===== src/common/cct_pkg.sv =====
/*
 Constants shared by the capture/compare timer: register offsets, field
 positions, reset values and channel mode encodings.
 Assumes an APB bus with byte-wide registers, one per aligned word.
*/
package cct_pkg;
   localparam int ADDR_W = 8;
   localparam int PRE_W = 6;
   localparam logic [7:0] OFS_TSC = 8'h00;
   localparam logic [7:0] OFS_CNTH = 8'h04;
   localparam logic [7:0] OFS_CNTL = 8'h08;
   localparam logic [7:0] OFS_MODH = 8'h0C;
   localparam logic [7:0] OFS_MODL = 8'h10;
   localparam logic [1:0][7:0] OFS_SC = {8'h20, 8'h14};
   localparam logic [1:0][7:0] OFS_VH = {8'h24, 8'h18};
   localparam logic [1:0][7:0] OFS_VL = {8'h28, 8'h1C};
   localparam logic [7:0] OFS_LAST = 8'h28;
   localparam int TSC_TOF = 7;
   localparam int TSC_OVERFLOW_IRQ_ENABLE = 6;
   localparam int TSC_HALT = 5;
   localparam int TSC_CLR = 4;
   localparam int CH_FLAG = 7;
   localparam int CH_IE = 6;
   localparam int CH_MSB = 5;
   localparam int CH_MSA = 4;
   localparam int CH_ELSB = 3;
   localparam int CH_ELSA = 2;
   localparam int CH_TOV = 1;
   localparam logic [2:0] PS_NONE = 3'h7;
   localparam logic HALT_RST = 1'b1;
   localparam logic [15:0] MOD_RST = 16'hFFFF;
   localparam logic [15:0] COUNT_ZERO = 16'h0000;
   localparam logic [1:0] ELS_OFF = 2'h0;
   localparam logic [1:0] ELS_TOGGLE = 2'h1;
   localparam logic [1:0] ELS_LOW = 2'h2;
   localparam logic [1:0] ELS_HIGH = 2'h3;
endpackage


===== src/core/cct_timer.sv =====
/*
 Two-channel 16-bit capture/compare timer with an APB register slave.
 Assumes pins arrive asynchronously and APB masters follow the protocol.
*/
`timescale 1ns/10ps
`default_nettype none
module cct_timer (
   input wire logic clock,
   input wire logic reset_n,
   input wire logic psel,
   input wire logic penable,
   input wire logic pwrite,
   input wire logic [cct_pkg::ADDR_W-1:0] paddr,
   input wire logic [31:0] pwdata,
   output logic [31:0] prdata,
   output logic pready,
   output logic pslverr,
   input wire logic [1:0] channel_pin_in,
   output logic [1:0] channel_pin_out,
   output logic [1:0] channel_pin_oe,
   output logic overflow_irq,
   output logic [1:0] channel_irq
);
   import cct_pkg::*;

   typedef struct packed {
      logic overflow_flag;
      logic tof_arm;
      logic overflow_irq_enable;
      logic halt;
      logic [2:0] ps;
      logic [15:0] count;
      logic [15:0] modv;
      logic mod_inh;
      logic latched;
      logic [7:0] cnt_buf;
      logic bufm;
      logic active;
      logic bpend;
      logic [1:0] chf;
      logic [1:0] arm;
      logic [1:0] chie;
      logic [1:0] msa;
      logic [1:0][1:0] els;
      logic [1:0] tov;
      logic [1:0][15:0] val;
      logic [1:0] cmp_inh;
      logic [1:0] cap_inh;
      logic [1:0] pin_q1;
      logic [1:0] pin_q2;
      logic [1:0] pin_q3;
      logic [1:0] pout;
      logic [7:0] rdata;
   } cct_state_s;

   cct_state_s st;
   cct_state_s next_st;
   logic tick;
   logic acc;
   logic wr;
   logic setup_rd;
   logic hit;
   logic clr_wr;
   logic ovf;
   logic [7:0] wb;
   logic [1:0] en;
   logic [1:0] capt;
   logic [1:0] cmpm;
   logic [1:0] rise;
   logic [1:0] fall;
   logic [1:0] cap_ev;
   logic [1:0] cmp_ev;
   logic [1:0] inh;
   logic [1:0][15:0] cval;
   logic [1:0][7:0] sc_byte;

   // The prescaler is frozen with the counter, so a halted timer
   // resumes mid-period rather than restarting the divide.
   cct_prescaler u_pre (
      .clock(clock),
      .reset_n(reset_n),
      .run(~st.halt),
      .clear(clr_wr),
      .select(st.ps),
      .tick(tick)
   );

   always_comb begin
      acc = psel & penable;
      wr = acc & pwrite;
      setup_rd = psel & ~penable & ~pwrite;
      wb = pwdata[7:0];
      hit = (paddr <= OFS_LAST) && (paddr[1:0] == 2'h0);
      clr_wr = wr && (paddr == OFS_TSC) && wb[TSC_CLR];
      ovf = tick && (st.count == st.modv);

      for (int i = 0; i < 2; i++) begin
         // Channel one is taken over by channel zero in buffered mode.
         en[i] = !(i == 1 && st.bufm);
         capt[i] = en[i] && st.els[i] != ELS_OFF && !st.msa[i]
            && !(i == 0 && st.bufm);
         cmpm[i] = en[i] && st.els[i] != ELS_OFF
            && (st.msa[i] || (i == 0 && st.bufm));
         cval[i] = (i == 0 && st.bufm) ? st.val[st.active] : st.val[i];
         inh[i] = (i == 0 && st.bufm) ? st.cmp_inh[st.active]
            : st.cmp_inh[i];
         rise[i] = st.pin_q2[i] & ~st.pin_q3[i];
         fall[i] = ~st.pin_q2[i] & st.pin_q3[i];
         cap_ev[i] = capt[i] && !st.cap_inh[i]
            && ((st.els[i][0] && rise[i]) || (st.els[i][1] && fall[i]));
         cmp_ev[i] = cmpm[i] && tick && !inh[i]
            && (st.count == cval[i]);
         sc_byte[i] = {st.chf[i], st.chie[i], (i == 0) && st.bufm,
            st.msa[i], st.els[i], st.tov[i], 1'b0};
         if (!en[i]) begin
            sc_byte[i] = 8'h00;
         end
      end

      next_st = st;
      next_st.pin_q1 = channel_pin_in;
      next_st.pin_q2 = st.pin_q1;
      next_st.pin_q3 = st.pin_q2;

      // Read data and read side effects are taken in the setup cycle so
      // that the byte returned and the byte latched come from one count.
      next_st.rdata = 8'h00;
      if (setup_rd) begin
         if (paddr == OFS_TSC) begin
            next_st.rdata = {st.overflow_flag, st.overflow_irq_enable, st.halt, 2'b00, st.ps};
            if (st.overflow_flag) begin
               next_st.tof_arm = 1'b1;
            end
         end
         if (paddr == OFS_CNTH) begin
            next_st.rdata = st.count[15:8];
            if (!st.latched) begin
               next_st.latched = 1'b1;
               next_st.cnt_buf = st.count[7:0];
            end
         end
         if (paddr == OFS_CNTL) begin
            next_st.rdata = st.latched ? st.cnt_buf : st.count[7:0];
            next_st.latched = 1'b0;
         end
         if (paddr == OFS_MODH) begin
            next_st.rdata = st.modv[15:8];
         end
         if (paddr == OFS_MODL) begin
            next_st.rdata = st.modv[7:0];
         end
         for (int i = 0; i < 2; i++) begin
            if (paddr == OFS_SC[i]) begin
               next_st.rdata = sc_byte[i];
               if (st.chf[i] && en[i]) begin
                  next_st.arm[i] = 1'b1;
               end
            end
            if (paddr == OFS_VH[i]) begin
               next_st.rdata = st.val[i][15:8];
               if (capt[i]) begin
                  next_st.cap_inh[i] = 1'b1;
               end
            end
            if (paddr == OFS_VL[i]) begin
               next_st.rdata = st.val[i][7:0];
               next_st.cap_inh[i] = 1'b0;
            end
         end
      end

      // Software writes come first; hardware events below override them.
      if (wr) begin
         if (paddr == OFS_TSC) begin
            next_st.overflow_irq_enable = wb[TSC_OVERFLOW_IRQ_ENABLE];
            next_st.halt = wb[TSC_HALT];
            // The unavailable divide code is refused and the old one kept.
            if (wb[2:0] != PS_NONE) begin
               next_st.ps = wb[2:0];
            end
            if (!wb[TSC_TOF] && st.tof_arm) begin
               next_st.overflow_flag = 1'b0;
            end
            next_st.tof_arm = 1'b0;
         end
         if (paddr == OFS_MODH) begin
            next_st.modv[15:8] = wb;
            next_st.mod_inh = 1'b1;
         end
         if (paddr == OFS_MODL) begin
            next_st.modv[7:0] = wb;
            next_st.mod_inh = 1'b0;
         end
         for (int i = 0; i < 2; i++) begin
            if (paddr == OFS_SC[i] && en[i]) begin
               next_st.chie[i] = wb[CH_IE];
               next_st.msa[i] = wb[CH_MSA];
               next_st.els[i] = wb[CH_ELSB:CH_ELSA];
               next_st.tov[i] = wb[CH_TOV];
               if (i == 0) begin
                  next_st.bufm = wb[CH_MSB];
               end
               if (!wb[CH_FLAG] && st.arm[i]) begin
                  next_st.chf[i] = 1'b0;
               end
               next_st.arm[i] = 1'b0;
            end
            if (paddr == OFS_VH[i]) begin
               next_st.val[i][15:8] = wb;
               next_st.cmp_inh[i] = 1'b1;
            end
            if (paddr == OFS_VL[i]) begin
               next_st.val[i][7:0] = wb;
               next_st.cmp_inh[i] = 1'b0;
               if (st.bufm && (i != int'(st.active))) begin
                  next_st.bpend = 1'b1;
               end
            end
         end
      end

      // Counter: clear beats rollover, rollover beats increment.
      if (clr_wr) begin
         next_st.count = COUNT_ZERO;
         next_st.latched = 1'b0;
         next_st.cnt_buf = 8'h00;
      end else if (ovf) begin
         next_st.count = COUNT_ZERO;
      end else if (tick) begin
         next_st.count = st.count + 16'h0001;
      end

      // A set in the same cycle as a clear wins, so no event is lost.
      if (ovf && !st.mod_inh) begin
         next_st.overflow_flag = 1'b1;
         next_st.tof_arm = 1'b0;
      end

      // In buffered mode the other channel's value is taken at the first rollover after its low byte is written.
      if (!st.bufm) begin
         next_st.active = 1'b0;
         next_st.bpend = 1'b0;
      end else if (ovf && st.bpend) begin
         next_st.active = ~st.active;
         next_st.bpend = 1'b0;
      end

      for (int i = 0; i < 2; i++) begin
         if (cap_ev[i]) begin
            next_st.val[i] = st.count;
         end
         if (cap_ev[i] || cmp_ev[i]) begin
            next_st.chf[i] = 1'b1;
            next_st.arm[i] = 1'b0;
         end
         if (st.els[i] == ELS_OFF) begin
            next_st.pout[i] = ~st.msa[i];
         end else if (cmpm[i]) begin
            if (ovf && st.tov[i]) begin
               next_st.pout[i] = ~st.pout[i];
            end else if (cmp_ev[i]) begin
               unique case (st.els[i])
                  ELS_TOGGLE: next_st.pout[i] = ~st.pout[i];
                  ELS_LOW: next_st.pout[i] = 1'b0;
                  ELS_HIGH: next_st.pout[i] = 1'b1;
                  default: next_st.pout[i] = st.pout[i];
               endcase
            end
         end
      end

      // Pins outside compare mode are left to the port logic.
      channel_pin_oe = cmpm;
   end

   always_ff @(posedge clock or negedge reset_n) begin
      if (!reset_n) begin
         st <= '0;
         st.halt <= HALT_RST;
         st.modv <= MOD_RST;
      end else begin
         st <= next_st;
      end
   end

   assign prdata = {24'h000000, st.rdata};
   assign pready = 1'b1;
   assign pslverr = acc & ~hit;
   assign channel_pin_out = st.pout;
   assign overflow_irq = st.overflow_flag & st.overflow_irq_enable;
   assign channel_irq = st.chf & st.chie & en;
endmodule // cct_timer
`default_nettype wire


===== src/core/cct_prescaler.sv =====
/*
 Prescaler for the capture/compare timer: a free counter that yields a
 one-cycle tick every 2**select bus clocks.
 Assumes select is never the unavailable code; the register refuses it.
*/
`timescale 1ns/10ps
`default_nettype none
module cct_prescaler #(
   parameter int W = cct_pkg::PRE_W
) (
   input wire logic clock,
   input wire logic reset_n,
   input wire logic run,
   input wire logic clear,
   input wire logic [2:0] select,
   output logic tick
);
   import cct_pkg::*;
   typedef struct packed {
      logic [W-1:0] cnt;
   } cct_pre_s;
   cct_pre_s st;
   cct_pre_s next_st;
   logic [W-1:0] mask;

   always_comb begin
      for (int k = 0; k < W; k++) begin
         mask[k] = (k < int'(select));
      end
      // The tick fires when all selected low bits are ones.
      tick = run & ~clear & (&(st.cnt | ~mask));
      next_st = st;
      if (clear) begin
         next_st.cnt = '0;
      end else if (run) begin
         next_st.cnt = st.cnt + 1'b1;
      end
   end

   always_ff @(posedge clock or negedge reset_n) begin
      if (!reset_n) begin
         st <= '0;
      end else begin
         st <= next_st;
      end
   end
endmodule // cct_prescaler
`default_nettype wire


===== config.mk =====
export PLATFORM = sky130hd
export DESIGN_NAME = cct_timer
export DESIGN_NICKNAME = d
export VERILOG_FILES = /design/src/common/cct_pkg.sv /design/src/core/cct_timer.sv /design/src/core/cct_prescaler.sv
export SDC_FILE = /design/constraint.sdc
export NUM_CORES = 1
export LEC_CHECK = 0
export ABC_AREA = 1
export BUFFER_PORTS_ARGS = -buffer_cell sky130_fd_sc_hd__buf_2
export CAP_MARGIN = 10
export CORE_ASPECT_RATIO = 0.8
export CORE_MARGIN = 2
export CORE_UTILIZATION = 35
export CTS_CLUSTER_SIZE = 24
export DETAILED_ROUTE_END_ITERATION = 8
export SYNTH_ARGS = -nofsm -noshare
export SYNTH_HDL_FRONTEND = slang
export SYNTH_SLANG_ARGS = --single-unit
export TNS_END_PERCENT = 5

===== constraint.sdc =====
create_clock -name clock -period 3.45 [get_ports clock]
set_input_delay 0.1725 -clock clock [delete_from_list [all_inputs] [get_ports clock]]
set_output_delay 0.1725 -clock clock [all_outputs]
set_load 0.03 [all_outputs]

Word level (Yosys, flattened, before mapping)
Cells that the tools add are included.
Word-level totals
  output and inout port bits: 41
  word-level logic and storage cells: 309
  input bits: 47
  flip-flop bits (word level): 124
Operators by class
  order comparisons: 8
  eq/ne operators: 24
  reductions and logical operators: 108
  mux-type cells: 96
  bitwise logic cells: 31
  add/subtract/negate cells: 2
Operators with widths (number)
  2-to-1 mux 8 bit: 19
  2-to-1 mux 16 bit: 8
  2-to-1 mux 1 bit: 52
  nonzero test 2 bit: 26
  2-to-1 mux 49 bit: 1
  equality test 16 bit: 3
  logical AND 1 bit: 35
  equality test 8 x 5 -> 1 bit (second input constant): 4
  2-to-1 mux 9 bit: 3
  AND reduction 3 bit: 9
  AND reduction 2 bit: 13
  equality test 8 x 6 -> 1 bit (second input constant): 3
  adder 16 x 1 -> 16 bit (second input constant): 1
  equality test 8 x 4 -> 1 bit (second input constant): 2
  inverter 1 bit: 15
  2-to-1 mux 7 bit: 2
  bitwise AND 1 bit: 12
  2-to-1 mux 2 bit: 6
  2-to-1 mux 6 bit: 2
  nonzero test 3 bit: 4
  nonzero test 5 bit: 2
  zero test 1 bit: 9
  equality test 2 bit (second input constant): 4
  equality test 8 x 3 -> 1 bit (second input constant): 1
  other kinds (19): 33

Logic depth before layout (Yosys ltp)
  word-level depth: 14
  gate-level depth with buffers: 16
  depth with buffers taken out: 15

Modules after synthesis
Synthesis repeated with hierarchy kept, for this count alone.
Unflattened totals
  cells, all modules: 1084
  area total of the unflattened synthesis: 7832.5 sq um
Modules (own cells, without submodules)
  cct_timer: seq. area each 2974.1 sq um, area an instance 7453.4 sq um, cells each 1030, times used 1
  cct_prescaler: seq. area each 150.1 sq um, area an instance 379.1 sq um, cells each 54, times used 1

Least setup slack after synthesis
No wires, ideal clock.
  path kind: register -> register
  start point: register st[95] in the netlist's numbering
  end point: register st[109] in the netlist's numbering
  stages on the path, launching flop included: 11
  path buffers: 0
  period minus slack after synthesis: 1687 ps
  setup slack: 1763 ps
  required time: 3324 ps
  setup time: 126 ps
  arrival time: 1561 ps
  path through: dfrtp_1 ha_1 nand3_1 nor2_2 nand2_1 nor2_1 nand3_1 nor2_2 nand4_1 o21ai_0 a21oi_1
On the way
  longest elaborated chain between the ends: 4
  elaborated cells on any way between the ends: 7
  those cells by class: add/sub: 1; eq/ne: 1; mux: 3; reduce/logical: 2
RTL lines
  start, declared: RTL line cct_timer.sv:56  | cct_state_s st;
  start signal, assigned: RTL line cct_timer.sv:282  | st <= next_st;
  adder 16 x 1 -> 16 bit / equality test 16 bit (equally long branches): RTL line cct_timer.sv:230, cct_timer.sv:95
  2-to-1 mux 16 bit / logical AND 1 bit (equally long branches): RTL line cct_timer.sv:229, cct_timer.sv:95
  2-to-1 mux 16 bit: RTL line cct_timer.sv:227  | end else if (ovf) begin
  2-to-1 mux 16 bit: RTL line cct_timer.sv:223  | if (clr_wr) begin
Several ways; a longest one is shown, not always the timed one. The select of a mux whose other input is x is not followed.
A chain may end at the register's enable or synchronous reset.

Worst setup path after layout
  start point: register st (netlist bit sc_byte[5])
  end point: register st (netlist bit channel_pin_out[0])
On the way
  longest elaborated chain between the ends: 7
  elaborated cells on any way between the ends: 12
  those cells by class: eq/ne: 1; mux: 2; reduce/logical: 9
RTL lines
  branches (longest 6 deep; another with 2-to-1 mux 16 bit)
  AND reduction 3 bit (no source line) (*)
Every way passes the cells marked *.

==> flow_summary.yaml <==
run_status:
  status: "complete, no violations"
clock_network:
  cts.clk_slew.worst_paths_ns: 0.07
  root_buffer: "clkbuf_16"
  post_cts_buffers: 0
  post_cts_resized: 0
  numClockSinks: 124
  insertion_delay_ns: 0.44
  ctsHtreeMaxLevel: 4
  cts_tree: "built"
  cts_buffers: 17
  clk_path_buf_depth: 2
timing:
  fin_skew_ns: 0.0127
  fin_tns_setup_ns: 0
  hold_violations: 0
  fin_crit_ns: 2.52
  max_freq_mhz: 396
  worst_pin_slew_ns: 0.859
  setup-violations-final: 0
  fin_ws_ns: 0.927
  slew_headroom_pct: 42.7
  hold_ws_ns: 0.0333
  rsz0062_at_grt: "no"
  drv_slew: 0
  min_period_over_period_pct: 73.1
synthesis:
  synth_most_common_cell: "nand2_1"
  yosysSeqAreaShare_pct: 38.9
  synth_cells: 1093
  synthTopCellsByCount: "nand2_1 (335), inv_1 (120), dfrtp_1 (107), o21ai_0 (87), nand3_1 (73)"
  synth_ff_type: "dfrtp_1"
  syn_area_mm2: 0.00804
  synth_edf_count: 0
  synth_area_leaders: "dfrtp_1 (33%), nand2_1 (16%), inv_1 (5.6%), dfstp_2 (5.6%), o21ai_0 (5.4%)"
  yosysTopAreaCellShare_pct: 33.3
  ys_types: 47
  avgSynthCellArea_um2: 7.35
  synth_top_area_cell: "dfrtp_1"
  ys.warnings.count: 0
  yosys_register_bits: 124
  synthArstFlopShare_pct: 100
global_route:
  grt.overflow.total: 0
  use_met3_pct: 6.37
  grt_use_met1_pct: 35.1
  grt_pass1_wl_mm: 42.1
  grt_pass1_vias: 6934
  track_usage_pct: 23.1
  grt_max_degree: 89
  use_met2_pct: 31.3
  antenna_found_initial: 0
  grt-busiest-layer: "met1"
floorplanning:
  fp.dieW_um: 173
  pin_count: 88
  die-area_mm2: 0.0242
  core_mm2: 0.0225
  die_h_um: 140
  initial_utilization_pct: 35.7
  rows: 49
final_layout:
  final_util_pct: 39.7
  nNetsFinal: 1168
  drive_above_1_share_pct: 14.8
  antenna_cells: 0
  final_cells: 1438
  syn_to_final_growth_pct: 11.2
  postLayoutCellArea_mm2: 0.00893
setup_path:
  critPathKind: "flop to flop"
  crit_arrival_ns: 2.91
  crit_path_frequent_cell: "nand2_1"
  critPathSlowestCell: "dfrtp_1"
  start_kind: "flop"
  path_cells: "inv_1 -> nand2_1 -> nand2_1 -> nor2_1 -> nand2_1 -> nor2_1 -> nand2_1 -> nor2_2 -> nand2_2 -> nor2_4 -> nor2_1 -> nor2_2 -> nand2_1 -> nand2_1"
  crit_buf_inv: 1
  critPathMaxFanout: 16
  slowest_delay_ns: 0.84
  crit_family: "simple AND/OR/NAND/NOR gates"
  worst_setup_path_end_kind: "flop"
  crit_required_ns: 3.83
power:
  ir_drop_mv: 0.331
  leakage_nw: 4.56
  p_per_area_mw_per_mm2: 570
  power_mw: 5.09
detailed_routing:
  vias: 7717
  detail-route-antenna-nets: 0
  via_per_inst: 5.37
  route.detailed.drc: 0
  detail_route.iter0.violations: 901
  firstDrtPassIters: 7
  finalWirelength_mm: 27.4
  wl_per_cell_um: 19.0
placement:
  place_area_mm2: 0.00831
  dp_hpwl_mm: 19.7
  dp_slack_ns: 1.06
  gp_congestion: 0.972
  placed_cells: 1403
  port_buffers: 38
job:
  max-cap-violations: 0
hold_path:
  hp-class: "input pin to flop"
==> power breakdown <==
part           total [mW]  switching (mW)  internal (mW)  leakage [nW]
clock                1.83           0.761           1.07         0.288
sequential           1.95           0.340           1.61          1.37
combinational        1.31           0.907          0.404          2.90
total                5.09            2.01           3.08          4.56
==> sequential cells by signal, indices dropped and copies added (netlist names) <==
| register | count |
|---|---|
| next_st | 4 |
| cval | 16 |
| channel_pin_out | 2 |
| prdata | 8 |
| st | 80 |
| inh | 1 |
| sc_byte | 7 |
| u_pre.st | 6 |
==> metal layers <==
metal | part of all wire (%) | vias to the layer above
li1 | - | 3557
met1 | 47 | 3698
met3 | 11 | 47
met5 | 0 | -
met4 | 2.4 | 0
met2 | 40 | 415
==> layout by cell type, fill, tap and decap left out, drive strengths merged <==
cell           n
nand3b         2
a21boi         1
o221ai        33
nand2        345
a31oi          7
nand4         11
nor3           8
dfstp         17
o21a           1
buf           51
o21ai        106
a211oi         1
inv          140
o22ai          3
clkbuf        17
dfrtp        107
o31ai          2
bufinv         2
a21oi         30
conb          25
xnor2         11
clkinv        11
a211o          1
o211ai         7
clkinvlp       1
nor4           2
or2            1
ha             2
dlygate4sd3    3
xor2          10
o21bai         1
a221oi         3
nor2          87
nand3         82
a22o           1
==> cell families (layout without fill, tap and decap cells) <==
| family | Yosys count | count (layout) | share of synthesized area, % |
|---|---|---|---|
| other cells | 2 | 25 | 0.0935 |
| xor+xnor | 21 | 21 | 2.29 |
| flops | 124 | 124 | 38.9 |
| simple gates | 538 | 538 | 31.0 |
| compound gates | 197 | 197 | 14.8 |
| buf+inv | 209 | 225 | 12.6 |
| fa+ha+maj | 2 | 2 | 0.311 |
==> layout make-up <==
type                            instances  area (um2)
Clock buffer                           17         425
Clock inverter                         15         165
Fill cell                            2311       13600
Multi-Input combinational cell        783        3980
Tap cell                              306         383
Sequential cell                       124        3120
Timing Repair Buffer                   54         324
Inverter                              139         529
==> path summary, 6_finish.rpt <==
check / startpoint / endpoint / slack, ns / depth (start not counted)
max in group asynchronous: reset_n / prdata[6] / 2.25 / 3
min in group asynchronous: reset_n / st[106] / 0.38 / 2
max reg2reg: sc_byte[5] / channel_pin_out[0] / 0.93 / 14
max: sc_byte[5] / channel_pin_out[0] / 0.93 / 14
min reg2reg: next_st[13] / next_st[11] / 0.35 / 0
min: pwdata[6] / st[61] / 0.03 / 3
==> tightest hold or removal path, stage by stage <==
cell and delay, ns:
buf_2 0.14, nand2_1 0.07, o21ai_1 0.05
==> what timing repair did <==
action,in CTS,in global routing
hold buffers,3,0
endpoints found under the setup margin,0,0
hold endpoints to repair,71,0
Power figures use the tool's default switching activity.
